**src/hdl/dsc_consts.svh**
```systemverilog
`ifndef DSC_CONSTS_SVH
`define DSC_CONSTS_SVH
`define DSC_OFS_BSI_CNT   8'h0A
`define DSC_OFS_SDN_CNT   8'h0B
`define DSC_OFS_CLK_SEL   8'h0D
`define DSC_OFS_CFG       8'h0E
`define DSC_OFS_STATUS    8'h04
`define DSC_RST_CNT       8'h04
`define DSC_RST_CLK_SEL   8'h00
`define DSC_RST_CFG       8'h00
`define DSC_BIT_CLK_SRC   7
`define DSC_BIT_DIR_EN    0
`define DSC_BIT_DIR_POL   1
`define DSC_BIT_BSI_IRQ   2
`define DSC_BIT_BSI_THR   3
`define DSC_BIT_BSI_NOPD  4
`define DSC_BIT_SDN_IRQ   5
`define DSC_BIT_SDN_LVL   6
`define DSC_BIT_SDN_NOPD  7
`define DSC_ST_BSI        3
`define DSC_ST_SDN        1
`endif

```
**src/hdl/dsc_pkg.sv**
```systemverilog
package dsc_pkg;
   typedef enum logic [2:0] {
      DSC_IDLE = 3'b001,
      DSC_CNT  = 3'b010,
      DSC_DET  = 3'b100
   } dsc_deb_st_t;
   typedef enum logic [2:0] {
      DSC_ON   = 3'b001,
      DSC_LOW  = 3'b010,
      DSC_OFF  = 3'b100
   } dsc_pd_st_t;
endpackage : dsc_pkg

```
**src/hdl/dsc_debounce.sv**
```systemverilog
`timescale 1ns/1ns
`include "dsc_consts.svh"
module dsc_debounce (
   // clock and reset
   input  wire logic       mclk_i,
   input  wire logic       resetn_i,
   // timing tick and control
   input  wire logic       tick_i,
   input  wire logic       active_i,
   input  wire logic [7:0] count_i,
   input  wire logic       reload_i,
   // result
   output logic            detect_o,
   output logic            expire_o
);
   typedef struct packed {
      dsc_pkg::dsc_deb_st_t st;
      logic [7:0]           cnt;
      logic                 pend;
      logic                 exp;
   } dsc_deb_t;
   dsc_deb_t r;
   dsc_deb_t next_r;

   always_comb begin
      next_r = r;
      next_r.exp = 1'b0;
      if (reload_i) begin
         next_r.pend = 1'b1;
      end
      if (!active_i) begin
         next_r.st = dsc_pkg::DSC_IDLE;
      end else if (tick_i) begin
         unique case (r.st)
            dsc_pkg::DSC_IDLE: begin
               if (count_i == 8'h00) begin
                  next_r.st  = dsc_pkg::DSC_DET;
                  next_r.exp = 1'b1;
               end else begin
                  next_r.st  = dsc_pkg::DSC_CNT;
                  next_r.cnt = count_i - 8'h01;
               end
               // a strobe in this cycle still sees the old count_i
               next_r.pend = reload_i;
            end
            dsc_pkg::DSC_CNT: begin
               // restart on a fresh write, applied at the next tick
               if (r.pend) begin
                  next_r.cnt  = count_i;
                  next_r.pend = reload_i;
               end else if (r.cnt == 8'h00) begin
                  next_r.st  = dsc_pkg::DSC_DET;
                  next_r.exp = 1'b1;
               end else begin
                  next_r.cnt = r.cnt - 8'h01;
               end
            end
            dsc_pkg::DSC_DET: begin
               next_r.pend = 1'b0;
            end
         endcase
      end
   end

   always_ff @(posedge mclk_i) begin
      if (!resetn_i) begin
         r <= '{st: dsc_pkg::DSC_IDLE, cnt: 8'h00, pend: 1'b0, exp: 1'b0};
      end else begin
         r <= next_r;
      end
   end

   assign detect_o = (r.st == dsc_pkg::DSC_DET);
   assign expire_o = r.exp;
endmodule : dsc_debounce

```
**src/hdl/dsc_regs.sv**
```systemverilog
`timescale 1ns/1ns
`include "dsc_consts.svh"
module dsc_regs (
   // clock and reset
   input  wire logic       mclk_i,
   input  wire logic       resetn_i,
   // register port
   input  wire logic [7:0] reg_addr_i,
   input  wire logic       reg_wr_i,
   input  wire logic [7:0] reg_wdata_i,
   input  wire logic       reg_rd_i,
   output logic [7:0]      reg_rdata_o,
   // timing clocks, one-cycle pulses at 32 kHz rate
   input  wire logic       int_tick_i,
   input  wire logic       ext_tick_i,
   // sensed inputs
   input  wire logic       bsi_above_low_i,
   input  wire logic       bsi_above_high_i,
   input  wire logic       slot_two_shutdown_input_i,
   // direction pin and slot clock-stop inputs
   input  wire logic       dir_pin_i,
   input  wire logic       slot_clk_stop_one_i,
   input  wire logic       slot_clk_stop_two_i,
   // outputs
   output logic            bsi_thr_sel_o,
   output logic            dir_card_to_bb_o,
   output logic            dir_pin_used_o,
   output logic            irq_o,
   output logic            slot_one_sig_low_o,
   output logic            slot_two_sig_low_o,
   output logic            slot_one_reg_off_o,
   output logic            slot_two_reg_off_o
);
   typedef struct packed {
      logic [7:0]          bsi_cnt;
      logic [7:0]          sdn_cnt;
      logic [7:0]          clk_sel;
      logic [7:0]          cfg;
      logic [7:0]          status;
      logic [7:0]          rdata;
      logic                irq;
      logic                dir_c2b;
      logic                dir_used;
      logic                thr;
      dsc_pkg::dsc_pd_st_t pd1;
      dsc_pkg::dsc_pd_st_t pd2;
      logic                lo1;
      logic                lo2;
      logic                off1;
      logic                off2;
   } dsc_regs_t;
   dsc_regs_t r;
   dsc_regs_t next_r;
   logic tick;
   logic bsi_active;
   logic sdn_active;
   logic bsi_det;
   logic sdn_det;
   logic bsi_exp;
   logic sdn_exp;
   logic wr_bsi;
   logic wr_sdn;
   logic bsi_pd_req;
   logic sdn_pd_req;

   // decode shared by both reload strobes
   function automatic logic is_wr(
      input logic       wr,
      input logic [7:0] addr,
      input logic [7:0] ofs);
      is_wr = wr && (addr == ofs);
   endfunction : is_wr

   function automatic dsc_pkg::dsc_pd_st_t pd_step(
      input dsc_pkg::dsc_pd_st_t cur,
      input logic                trig,
      input logic                clk_stop,
      input logic                tk);
      pd_step = cur;
      unique case (cur)
         dsc_pkg::DSC_ON: begin
            if (trig) begin
               // active slots take the same path; LOW ends on a tick or a running clock
               pd_step = dsc_pkg::DSC_LOW;
            end
         end
         dsc_pkg::DSC_LOW: begin
            if (tk || !clk_stop) begin
               pd_step = dsc_pkg::DSC_OFF;
            end
         end
         dsc_pkg::DSC_OFF: begin
            pd_step = cur;
         end
      endcase
   endfunction : pd_step

   function automatic logic [7:0] rd_mux(
      input dsc_regs_t  cur,
      input logic [7:0] addr);
      unique case (addr)
         `DSC_OFS_BSI_CNT: rd_mux = cur.bsi_cnt;
         `DSC_OFS_SDN_CNT: rd_mux = cur.sdn_cnt;
         `DSC_OFS_CLK_SEL: rd_mux = cur.clk_sel;
         `DSC_OFS_CFG:     rd_mux = cur.cfg;
         `DSC_OFS_STATUS:  rd_mux = cur.status;
         default:          rd_mux = 8'h00;
      endcase
   endfunction : rd_mux

   // tick follows the selected timing clock
   assign tick = r.clk_sel[`DSC_BIT_CLK_SRC] ? ext_tick_i
                                             : int_tick_i;
   // comparator output is above the selected threshold
   assign bsi_active = r.cfg[`DSC_BIT_BSI_THR] ? bsi_above_high_i
                                               : bsi_above_low_i;
   assign sdn_active = r.cfg[`DSC_BIT_SDN_LVL] ? slot_two_shutdown_input_i
                       : !slot_two_shutdown_input_i;
   assign wr_bsi = is_wr(reg_wr_i, reg_addr_i, `DSC_OFS_BSI_CNT);
   assign wr_sdn = is_wr(reg_wr_i, reg_addr_i, `DSC_OFS_SDN_CNT);
   // battery loss drops both slots, shutdown pin only slot two
   assign bsi_pd_req = bsi_det && !r.cfg[`DSC_BIT_BSI_NOPD];
   assign sdn_pd_req = sdn_det && !r.cfg[`DSC_BIT_SDN_NOPD];

   // one debouncer per sensed input, both on the selected tick
   dsc_debounce u_bsi (
      .mclk_i   (mclk_i),
      .resetn_i (resetn_i),
      .tick_i   (tick),
      .active_i (bsi_active),
      .count_i  (r.bsi_cnt),
      .reload_i (wr_bsi),
      .detect_o (bsi_det),
      .expire_o (bsi_exp)
   );

   dsc_debounce u_sdn (
      .mclk_i   (mclk_i),
      .resetn_i (resetn_i),
      .tick_i   (tick),
      .active_i (sdn_active),
      .count_i  (r.sdn_cnt),
      .reload_i (wr_sdn),
      .detect_o (sdn_det),
      .expire_o (sdn_exp)
   );

   always_comb begin
      next_r = r;
      if (reg_wr_i) begin
         unique case (reg_addr_i)
            `DSC_OFS_BSI_CNT: next_r.bsi_cnt = reg_wdata_i;
            `DSC_OFS_SDN_CNT: next_r.sdn_cnt = reg_wdata_i;
            `DSC_OFS_CLK_SEL: next_r.clk_sel = reg_wdata_i;
            `DSC_OFS_CFG:     next_r.cfg     = reg_wdata_i;
            default: begin
               next_r.cfg = r.cfg;
            end
         endcase
      end
      // status is read-to-clear; a new event in that cycle still wins
      if (reg_rd_i && reg_addr_i == `DSC_OFS_STATUS) begin
         next_r.status = 8'h00;
      end
      if (bsi_exp && r.cfg[`DSC_BIT_BSI_IRQ]) begin
         next_r.status[`DSC_ST_BSI] = 1'b1;
      end
      if (sdn_exp && r.cfg[`DSC_BIT_SDN_IRQ]) begin
         next_r.status[`DSC_ST_SDN] = 1'b1;
      end
      next_r.irq = |next_r.status;
      // unmapped offsets read as zero
      next_r.rdata = rd_mux(r, reg_addr_i);
      next_r.dir_used = r.cfg[`DSC_BIT_DIR_EN];
      // bit clear: pin high means card to baseband
      next_r.dir_c2b = r.cfg[`DSC_BIT_DIR_EN] &&
                       (dir_pin_i ^ r.cfg[`DSC_BIT_DIR_POL]);
      next_r.thr = r.cfg[`DSC_BIT_BSI_THR];
      next_r.pd1 = pd_step(r.pd1, bsi_pd_req, slot_clk_stop_one_i, tick);
      next_r.pd2 = pd_step(r.pd2, bsi_pd_req || sdn_pd_req,
                           slot_clk_stop_two_i, tick);
      // outputs registered straight from the next state
      next_r.lo1  = (next_r.pd1 != dsc_pkg::DSC_ON);
      next_r.lo2  = (next_r.pd2 != dsc_pkg::DSC_ON);
      next_r.off1 = (next_r.pd1 == dsc_pkg::DSC_OFF);
      next_r.off2 = (next_r.pd2 == dsc_pkg::DSC_OFF);
   end

   always_ff @(posedge mclk_i) begin
      if (!resetn_i) begin
         r <= '{bsi_cnt:  `DSC_RST_CNT,
                sdn_cnt:  `DSC_RST_CNT,
                clk_sel:  `DSC_RST_CLK_SEL,
                cfg:      `DSC_RST_CFG,
                status:   8'h00,
                rdata:    8'h00,
                irq:      1'b0,
                dir_c2b:  1'b0,
                dir_used: 1'b0,
                thr:      1'b0,
                pd1:      dsc_pkg::DSC_ON,
                pd2:      dsc_pkg::DSC_ON,
                lo1:      1'b0,
                lo2:      1'b0,
                off1:     1'b0,
                off2:     1'b0};
      end else begin
         r <= next_r;
      end
   end

   assign reg_rdata_o        = r.rdata;
   assign irq_o              = r.irq;
   assign bsi_thr_sel_o      = r.thr;
   assign dir_card_to_bb_o   = r.dir_c2b;
   assign dir_pin_used_o     = r.dir_used;
   assign slot_one_sig_low_o = r.lo1;
   assign slot_two_sig_low_o = r.lo2;
   assign slot_one_reg_off_o = r.off1;
   assign slot_two_reg_off_o = r.off2;
endmodule : dsc_regs
```
**config.mk**
```make
export PLATFORM = sky130hd
export DESIGN_NAME = dsc_regs
export DESIGN_NICKNAME = d
export VERILOG_FILES = /design/src/hdl/dsc_pkg.sv /design/src/hdl/dsc_debounce.sv /design/src/hdl/dsc_regs.sv
export VERILOG_INCLUDE_DIRS = /design/src /design/src/hdl
export SDC_FILE = /design/constraint.sdc
export NUM_CORES = 1
export LEC_CHECK = 0
export CAP_MARGIN = 20
export CORE_MARGIN = 5
export CORE_UTILIZATION = 60
export DETAILED_ROUTE_END_ITERATION = 7
export DONT_BUFFER_PORTS = 1
export GPL_TIMING_DRIVEN = 0
export HOLD_SLACK_MARGIN = 0.02
export PLACE_DENSITY = 0.78
export SYNTH_ARGS = -nofsm -noshare
export SYNTH_HDL_FRONTEND = slang
export SYNTH_HIERARCHICAL = 1
export SYNTH_SLANG_ARGS = --single-unit
```
**constraint.sdc**
```tcl
create_clock -name mclk_i -period 3.3 [get_ports mclk_i]
set_input_delay 0 -clock mclk_i [delete_from_list [all_inputs] [get_ports mclk_i]]
set_output_delay 0 -clock mclk_i [all_outputs]
set_load 0.1 [all_outputs]
```
==> impl_metrics.csv, run 1 <==
group,metric,value,unit
die,coreArea,7250,sq um
power,peakVddDrop,0.255,mV
timing,relSlewSlack,36.9,%
cells_and_area,mostFrequentLayoutCells,"dfxtp_1 (88), nor2_1 (70), mux2i_1 (43)",
logic_synthesis,synth-edff-count,0,
die,die_width,96.5,microns
cells_and_area,seq_area,1760,sq um
die,dieHeight,96.5,microns
worst_setup_path,criticalPathCategory,"reg -> reg",
status,status,"finished clean",
cts,numCtsBuffers,9,
detailed_routing,dr_total_vias,3959,
logic_synthesis,synthFlopType,"dfxtp_1",
placement,dp_hpwl,7950,microns
timing,holdWs,0.0334,ns
cts,cts_setup_buffers,0,
timing,slew_viol_final,0,
timing,period_minus_slack,2.14,ns
logic_synthesis,ys_warn_count,6,
power,switching_share,25.7,%
power,p_leak,1.96,nW
worst_setup_path,worstPathMaxFanout,10,
timing,post-route-period-util,64.9,%
logic_synthesis,ys_ff_latch,88,
cells_and_area,area_delta_synth_final,11.3,%
detailed_routing,ant_nets,0,
worst_setup_path,worst_setup_path_end_kind,"register",
cells_and_area,nNetsFinal,578,
cts,clk_pin_slew,0.09,ns
logic_synthesis,syn-num-nets,549,
timing,fmax,467,MHz
power,p_int,1.54,mW
worst_setup_path,crit_required,3.53,ns
cts,clock_path_buffers,2,
cells_and_area,fin_area,5000,sq um
cts,insertion_delay,0.35,ns
timing,finClkSkew,0.0107,ns
placement,post_dp_cell_area,4610,sq um
cells_and_area,drive_gt1_share,8.41,%
die,ios,44,
timing,fin_tns_setup,0,ns
global_route,overflow,0,
timing,worst-slew-pin-transition,0.945,ns
die,initial_utilization,61.9,%
logic_synthesis,synth_area,4490,sq um
global_route,grt.total_usage,25.6,%
cts,clock_sinks,88,
detailed_routing,drcViolationCount,0,
logic_synthesis,avgSynthCellArea,8.75,sq um
power,p_clk_share,37.2,%
cts,cts.htree.levels,3,
cells_and_area,final_common_cell,"dfxtp_1",
worst_setup_path,cp-start-kind,"register",
logic_synthesis,syn_inst,513,
worst_setup_path,r2r_cells,6,
cells_and_area,nFillCells,568,
power,switchingPower,0.532,mW
cts,root_buffer,"clkbuf_8",
min_path,hold_path_depth,3,
cts,tritoncts,"built",
timing,finalHoldViolCount,0,
detailed_routing,wl_per_cell,17.7,microns
detailed_routing,drt-initial-drc-count,329,
placement,portBuffers,0,
power,power.total,2.07,mW
cells_and_area,diodes,0,
logic_synthesis,ys_types,55,
global_route,grt_pass1_vias,3729,
global_route,grt_max_degree,16,
die,rows,31,
worst_setup_path,arrival,2.37,ns
min_path,worst_hold_path_type,"in -> reg",
logic_synthesis,ys_seq_area_share,39.3,%
detailed_routing,via_per_inst,6.13,
cells_and_area,multi_input_area,2500,sq um
timing,setup_viol,0,
detailed_routing,first_pass_iters,5,
job,maxCapViolCount,0,
die,die_area,9310,sq um
timing,rsz0062_at_grt,"false",
logic_synthesis,synthArstFlopShare,0,%
global_route,grt_pass1_wl,18300,microns
power,power.density,415,nW/um^2
cts,ctsResizeCount,0,
global_route,antenna_found_initial,0,
power,pwr-share-seq,53.1,%
power,combPwrFrac,9.7,%
placement,place_congestion,0.912,
detailed_routing,drt-total-wl,11500,microns
flip-flops by register name, indices dropped and copies added, names as in the netlist, 2 cells and up:
register,flops
u_bsi/r,12
next_r,2
reg_rdata_o,8
r,44
u_sdn/r,12
metrics by stage:
stage | util (%) | setup WS, ns | cells
2_1_floorplan | - | 1.29 | 513
3_3_place_gp | 63.6 | 1.22 | 612
3_5_place_dp | 63.6 | 1.20 | 612
4_1_cts | 68.9 | 1.19 | 646
5_1_grt | 68.9 | 0.974 | 646
6_report | 68.9 | 1.16 | 646
logic make-up after synthesis:
| logic type | count (synthesis) | synth area share (%) |
|---|---|---|
| AOI/OAI and AO/OA | 114 | 17.6 |
| and+or+nand+nor | 199 | 23.3 |
| muxes | 44 | 9.84 |
| DFF | 88 | 39.3 |
| buffers and inverters | 46 | 5.07 |
| adders and majority gates | 8 | 2.23 |
| xor gates and xnor gates | 14 | 2.73 |
path summary, 6_finish.rpt:
| check | start | end | slack (ns) |
|---|---|---|---|
| max | u_bsi/r[4] | u_bsi/r[7] | 1.16 |
| min | resetn_i | u_sdn/expire_o | 0.03 |
| max reg2reg | u_bsi/r[4] | u_bsi/r[7] | 1.16 |
| min reg2reg | r[4] | r[4] | 0.49 |
critical path, cell delays in order (launching register included):
cell and delay (ns):
dfxtp_1 0.37, or4_4 0.58, or4_4 0.54, and3_1 0.22, buf_6 0.14, o21ai_1 0.12
nor2_1 0.05
cell usage after synthesis, types with 11 or more instances:
cell type	number	share of area (%)
clkbuf_1	15	1.3
nand2_1	38	3.2
a31oi_1	11	1.5
inv_1	16	1.3
nor4_1	11	1.5
a21oi_1	18	2.0
nor3_1	11	1.2
dfxtp_1	88	39
mux2i_1	43	9.6
nor3b_1	12	2.0
o21ai_0	14	1.6
nor2_1	70	5.9
layout make-up:
class / count / area share, %
inverter: 16 / 1.20
sequential: 88 / 35.3
tap: 99 / 2.48
clock buffer: 11 / 2.83
multi-input combinational: 379 / 50.0
buffer: 30 / 3.36
timing repair buffer: 18 / 3.61
clock inverter: 5 / 1.28
timing repair:
item / 4_1_cts / 5_1_grt
endpoints found under the hold margin: 51 / 0
hold buffers: 18 / 0
endpoints found under the setup margin: 0 / 0
metal layers:
layer | routed length [microns] | vias up | GRT usage, % | part of all wire, %
met4 | 237 | 0 | 8.76 | 2.1
li1 | - | 1912 | - | -
met2 | 5320 | 176 | 42.2 | 46
met1 | 5020 | 1848 | 33.6 | 44
met5 | 0 | - | 0 | 0
met3 | 885 | 23 | 4.73 | 7.7
power by group through the flow:
stage                     clock network, mW  registers [mW]  logic (mW)
after global placement                    0            1.12       0.169
after floorplan                           0            1.12       0.139
after global routing                  0.831            1.10       0.219
final                                 0.771            1.10       0.202
after CTS                             0.777            1.10       0.199
after detailed placement                  0            1.12       0.172
Note: power is estimated with default switching activity, not from simulation.
==> run 2, diff against run 1 <==
--- a/config.mk
+++ b/config.mk
@@ -8,12 +8,12 @@
 export LEC_CHECK = 0
 export CAP_MARGIN = 20
 export CORE_MARGIN = 5
-export CORE_UTILIZATION = 60
+export CORE_UTILIZATION = 57
 export DETAILED_ROUTE_END_ITERATION = 7
 export DONT_BUFFER_PORTS = 1
 export GPL_TIMING_DRIVEN = 0
 export HOLD_SLACK_MARGIN = 0.02
-export PLACE_DENSITY = 0.78
+export PLACE_DENSITY = 0.77
 export SYNTH_ARGS = -nofsm -noshare
 export SYNTH_HDL_FRONTEND = slang
 export SYNTH_HIERARCHICAL = 1
==> constraint.sdc (replaced) <==
create_clock -name mclk_i -period 1.8 [get_ports mclk_i]
set_input_delay 0 -clock mclk_i [delete_from_list [all_inputs] [get_ports mclk_i]]
set_output_delay 0 -clock mclk_i [all_outputs]
set_load 0.1 [all_outputs]
==> run 2 against run 1 <==
The run now ends with negative setup slack left. Total power increased by 87%. Final cell count is 1.9% higher. Clock skew fell by 0.0011 ns. Combinational power grew 120%. Die area grew 4.7%. Count of clock-buffer cells in the layout decreased by 1. Clock power grew 85%. Maximum frequency grew 8.0%. Global-route usage fell by 1.4 points. Largest cell class unchanged. Highest routed layer unchanged.
==> impl_metrics.csv, run 2 (synthesized netlist as in run 1, its figures left out) <==
group,metric,value,unit
worst_setup_path,worst_setup_path_end_kind,"register",
global_route,overflow,0,
detailed_routing,dr_total_vias,4160,
cts,clk_pin_slew,0.09,ns
min_path,holdCritStartpoint,"reg_addr_i[2]",
cells_and_area,seq_area,1790,sq um
global_route,grt_pass1_wl,19200,microns
worst_setup_path,reg2reg_slack,-0.18,ns
worst_setup_path,crit_required,2.05,ns
cts,clock_path_buffers,2,
timing,rsz0062_at_grt,"true",
global_route,grt.total_usage,24.2,%
placement,dp.cells,615,
detailed_routing,drt-total-wl,11900,microns
cells_and_area,mostFrequentLayoutCells,"dfxtp_1 (72), nor2_1 (67), mux2i_1 (43)",
timing,relSlewSlack,35.1,%
cells_and_area,area_delta_synth_final,17.4,%
worst_setup_path,critical-path-top-delay-family,"simple AND/OR/NAND/NOR gates",
worst_setup_path,worstPathMaxFanout,5,
die,dieHeight,98.7,microns
cells_and_area,top_regs,"r: 44 flops, u_bsi/r: 12 flops, u_sdn/r: 12 flops",
status,status,"complete, but fails checks",
worst_setup_path,slowest_delay,0.58,ns
timing,slew_viol_final,0,
timing,period_minus_slack,1.98,ns
cts,root_buffer,"clkbuf_8",
status,failed_checks,"negative setup slack",
cells_and_area,final_common_cell,"dfxtp_1",
cells_and_area,nNetsFinal,587,
die,rows,32,
die,die_width,98.7,microns
worst_setup_path,timing.critical_path.mode_cell,"or4_4",
die,coreArea,7690,sq um
min_path,worst_hold_path_type,"in -> reg",
die,initial_utilization,58.4,%
detailed_routing,first_pass_iters,5,
global_route,grt_max_degree,17,
detailed_routing,drcViolationCount,0,
min_path,hold_path_depth,4,
power,p_leak,2.04,nW
cells_and_area,drive_gt1_share,18.5,%
timing,finClkSkew,0.00968,ns
worst_setup_path,cp-start-kind,"register",
timing,setup_viol,16,
worst_setup_path,r2r_start,"u_bsi/r[4]",
cells_and_area,multi_input_area,2700,sq um
cts,cts.htree.levels,3,
timing,fmax,504,MHz
worst_setup_path,crit_buf_inv,0,
timing,fin_tns_setup,-2.27,ns
timing,layout_setup_ws,-0.183,ns
worst_setup_path,cpMaxStageDelayCell,"or4_4",
die,die_area,9750,sq um
power,power.density,737,nW/um^2
global_route,antenna_found_initial,0,
power,peakVddDrop,0.477,mV
worst_setup_path,r2r_cells,5,
cells_and_area,nFillCells,617,
cts,insertion_delay,0.37,ns
cells_and_area,utilization,68.6,%
detailed_routing,ant_nets,0,
worst_setup_path,r2r-end,"u_bsi/r[7]",
cts,tritoncts,"built",
worst_setup_path,criticalPathCategory,"reg -> reg",
worst_setup_path,crit_cells,5,
cells_and_area,largest_reg_flops,44,
detailed_routing,wl_per_cell,18.1,microns
detailed_routing,drt-initial-drc-count,325,
cells_and_area,diodes,0,
placement,portBuffers,0,
worst_setup_path,crit_chain,"or4_4 > or4_4 > and3_4 > o21ai_1 > nor2_1",
die,ios,44,
cts,clock_sinks,88,
cells_and_area,final_cells,658,
placement,post_dp_cell_area,4640,sq um
placement,dp_hpwl,7930,microns
placement,place_ws,-0.297,ns
timing,finalHoldViolCount,0,
timing,post-route-period-util,110,%
cells_and_area,largest-register,"r",
timing,worst-slew-pin-transition,0.972,ns
cts,numCtsBuffers,9,
placement,place_congestion,0.889,
worst_setup_path,arrival,2.24,ns
min_path,min_to,"r[34]",
detailed_routing,via_per_inst,6.32,
job,maxCapViolCount,0,
cells_and_area,fin_area,5270,sq um
global_route,grt_pass1_vias,3911,
run 2: changes by cell type in the layout (fill, tap and decap cells not counted), moves of 3 or more:
cell and change:
dfxtp_1 -16, and3_4 +4, nor2_1 -3, nor4_2 +4, dfxtp_4 +4, buf_4 +10
nor4_1 -5, o21ai_2 +4, dfxtp_2 +12, nand3_1 -4
run 2: through the flow:
step                hold slack, ns  total power [mW]
CTS                         0.0288              3.86
finish                      0.0370              3.89
global route                0.0531              4.05
detailed placement           0.138              2.38
floorplan                    0.125              2.31
global placement             0.131              2.37
run 2: final cells by class:
| class | count | area share [%] |
|---|---|---|
| Sequential cell | 88 | 34.0 |
| Tap cell | 102 | 2.42 |
| Clock inverter | 6 | 1.42 |
| Buffer | 26 | 2.47 |
| Clock buffer | 10 | 2.42 |
| Multi-Input combinational cell | 381 | 51.2 |
| Timing Repair Buffer | 29 | 4.94 |
| Inverter | 16 | 1.14 |
run 2: how the worst max path moves through the flow:
stage	to	startpoint
global placement	u_bsi/r[9]	u_bsi/r[1]
detailed placement	u_sdn/r[7]	u_sdn/r[11]
CTS	u_bsi/r[9]	u_bsi/r[5]
global route	u_bsi/r[5]	r[54]
floorplan	u_bsi/r[7]	u_bsi/r[1]
finish	u_bsi/r[7]	u_bsi/r[4]
run 2: worst min-delay path: cells and delay by family:
family,cells,cell delay (ns)
simple gates,3,0.25
mux,1,0.12
run 2: report_power, final:
part / leakage, nW / total [mW] / internal (mW) / switching [mW]
combinational: 1.22 / 0.438 / 0.194 / 0.244
sequential: 0.719 / 2.02 / 1.97 / 0.0449
clock: 0.0994 / 1.43 / 0.664 / 0.764
total: 2.04 / 3.89 / 2.83 / 1.05
run 2: repair_timing:
item	CTS	global route
hold endpoints to repair	54	0
pin swaps	4	10
gates cloned	2	0
hold buffers	17	0
buffers inserted	9	3
endpoints found under the setup margin	17	23
gates resized for setup	32	26
run 2: layer usage:
metal,track usage [%],up-vias,routed length (microns)
li1,-,1933,-
met1,31.9,2010,5040
met2,39.6,196,5730
met3,5.31,21,943
met4,7.67,0,184
met5,0,-,0
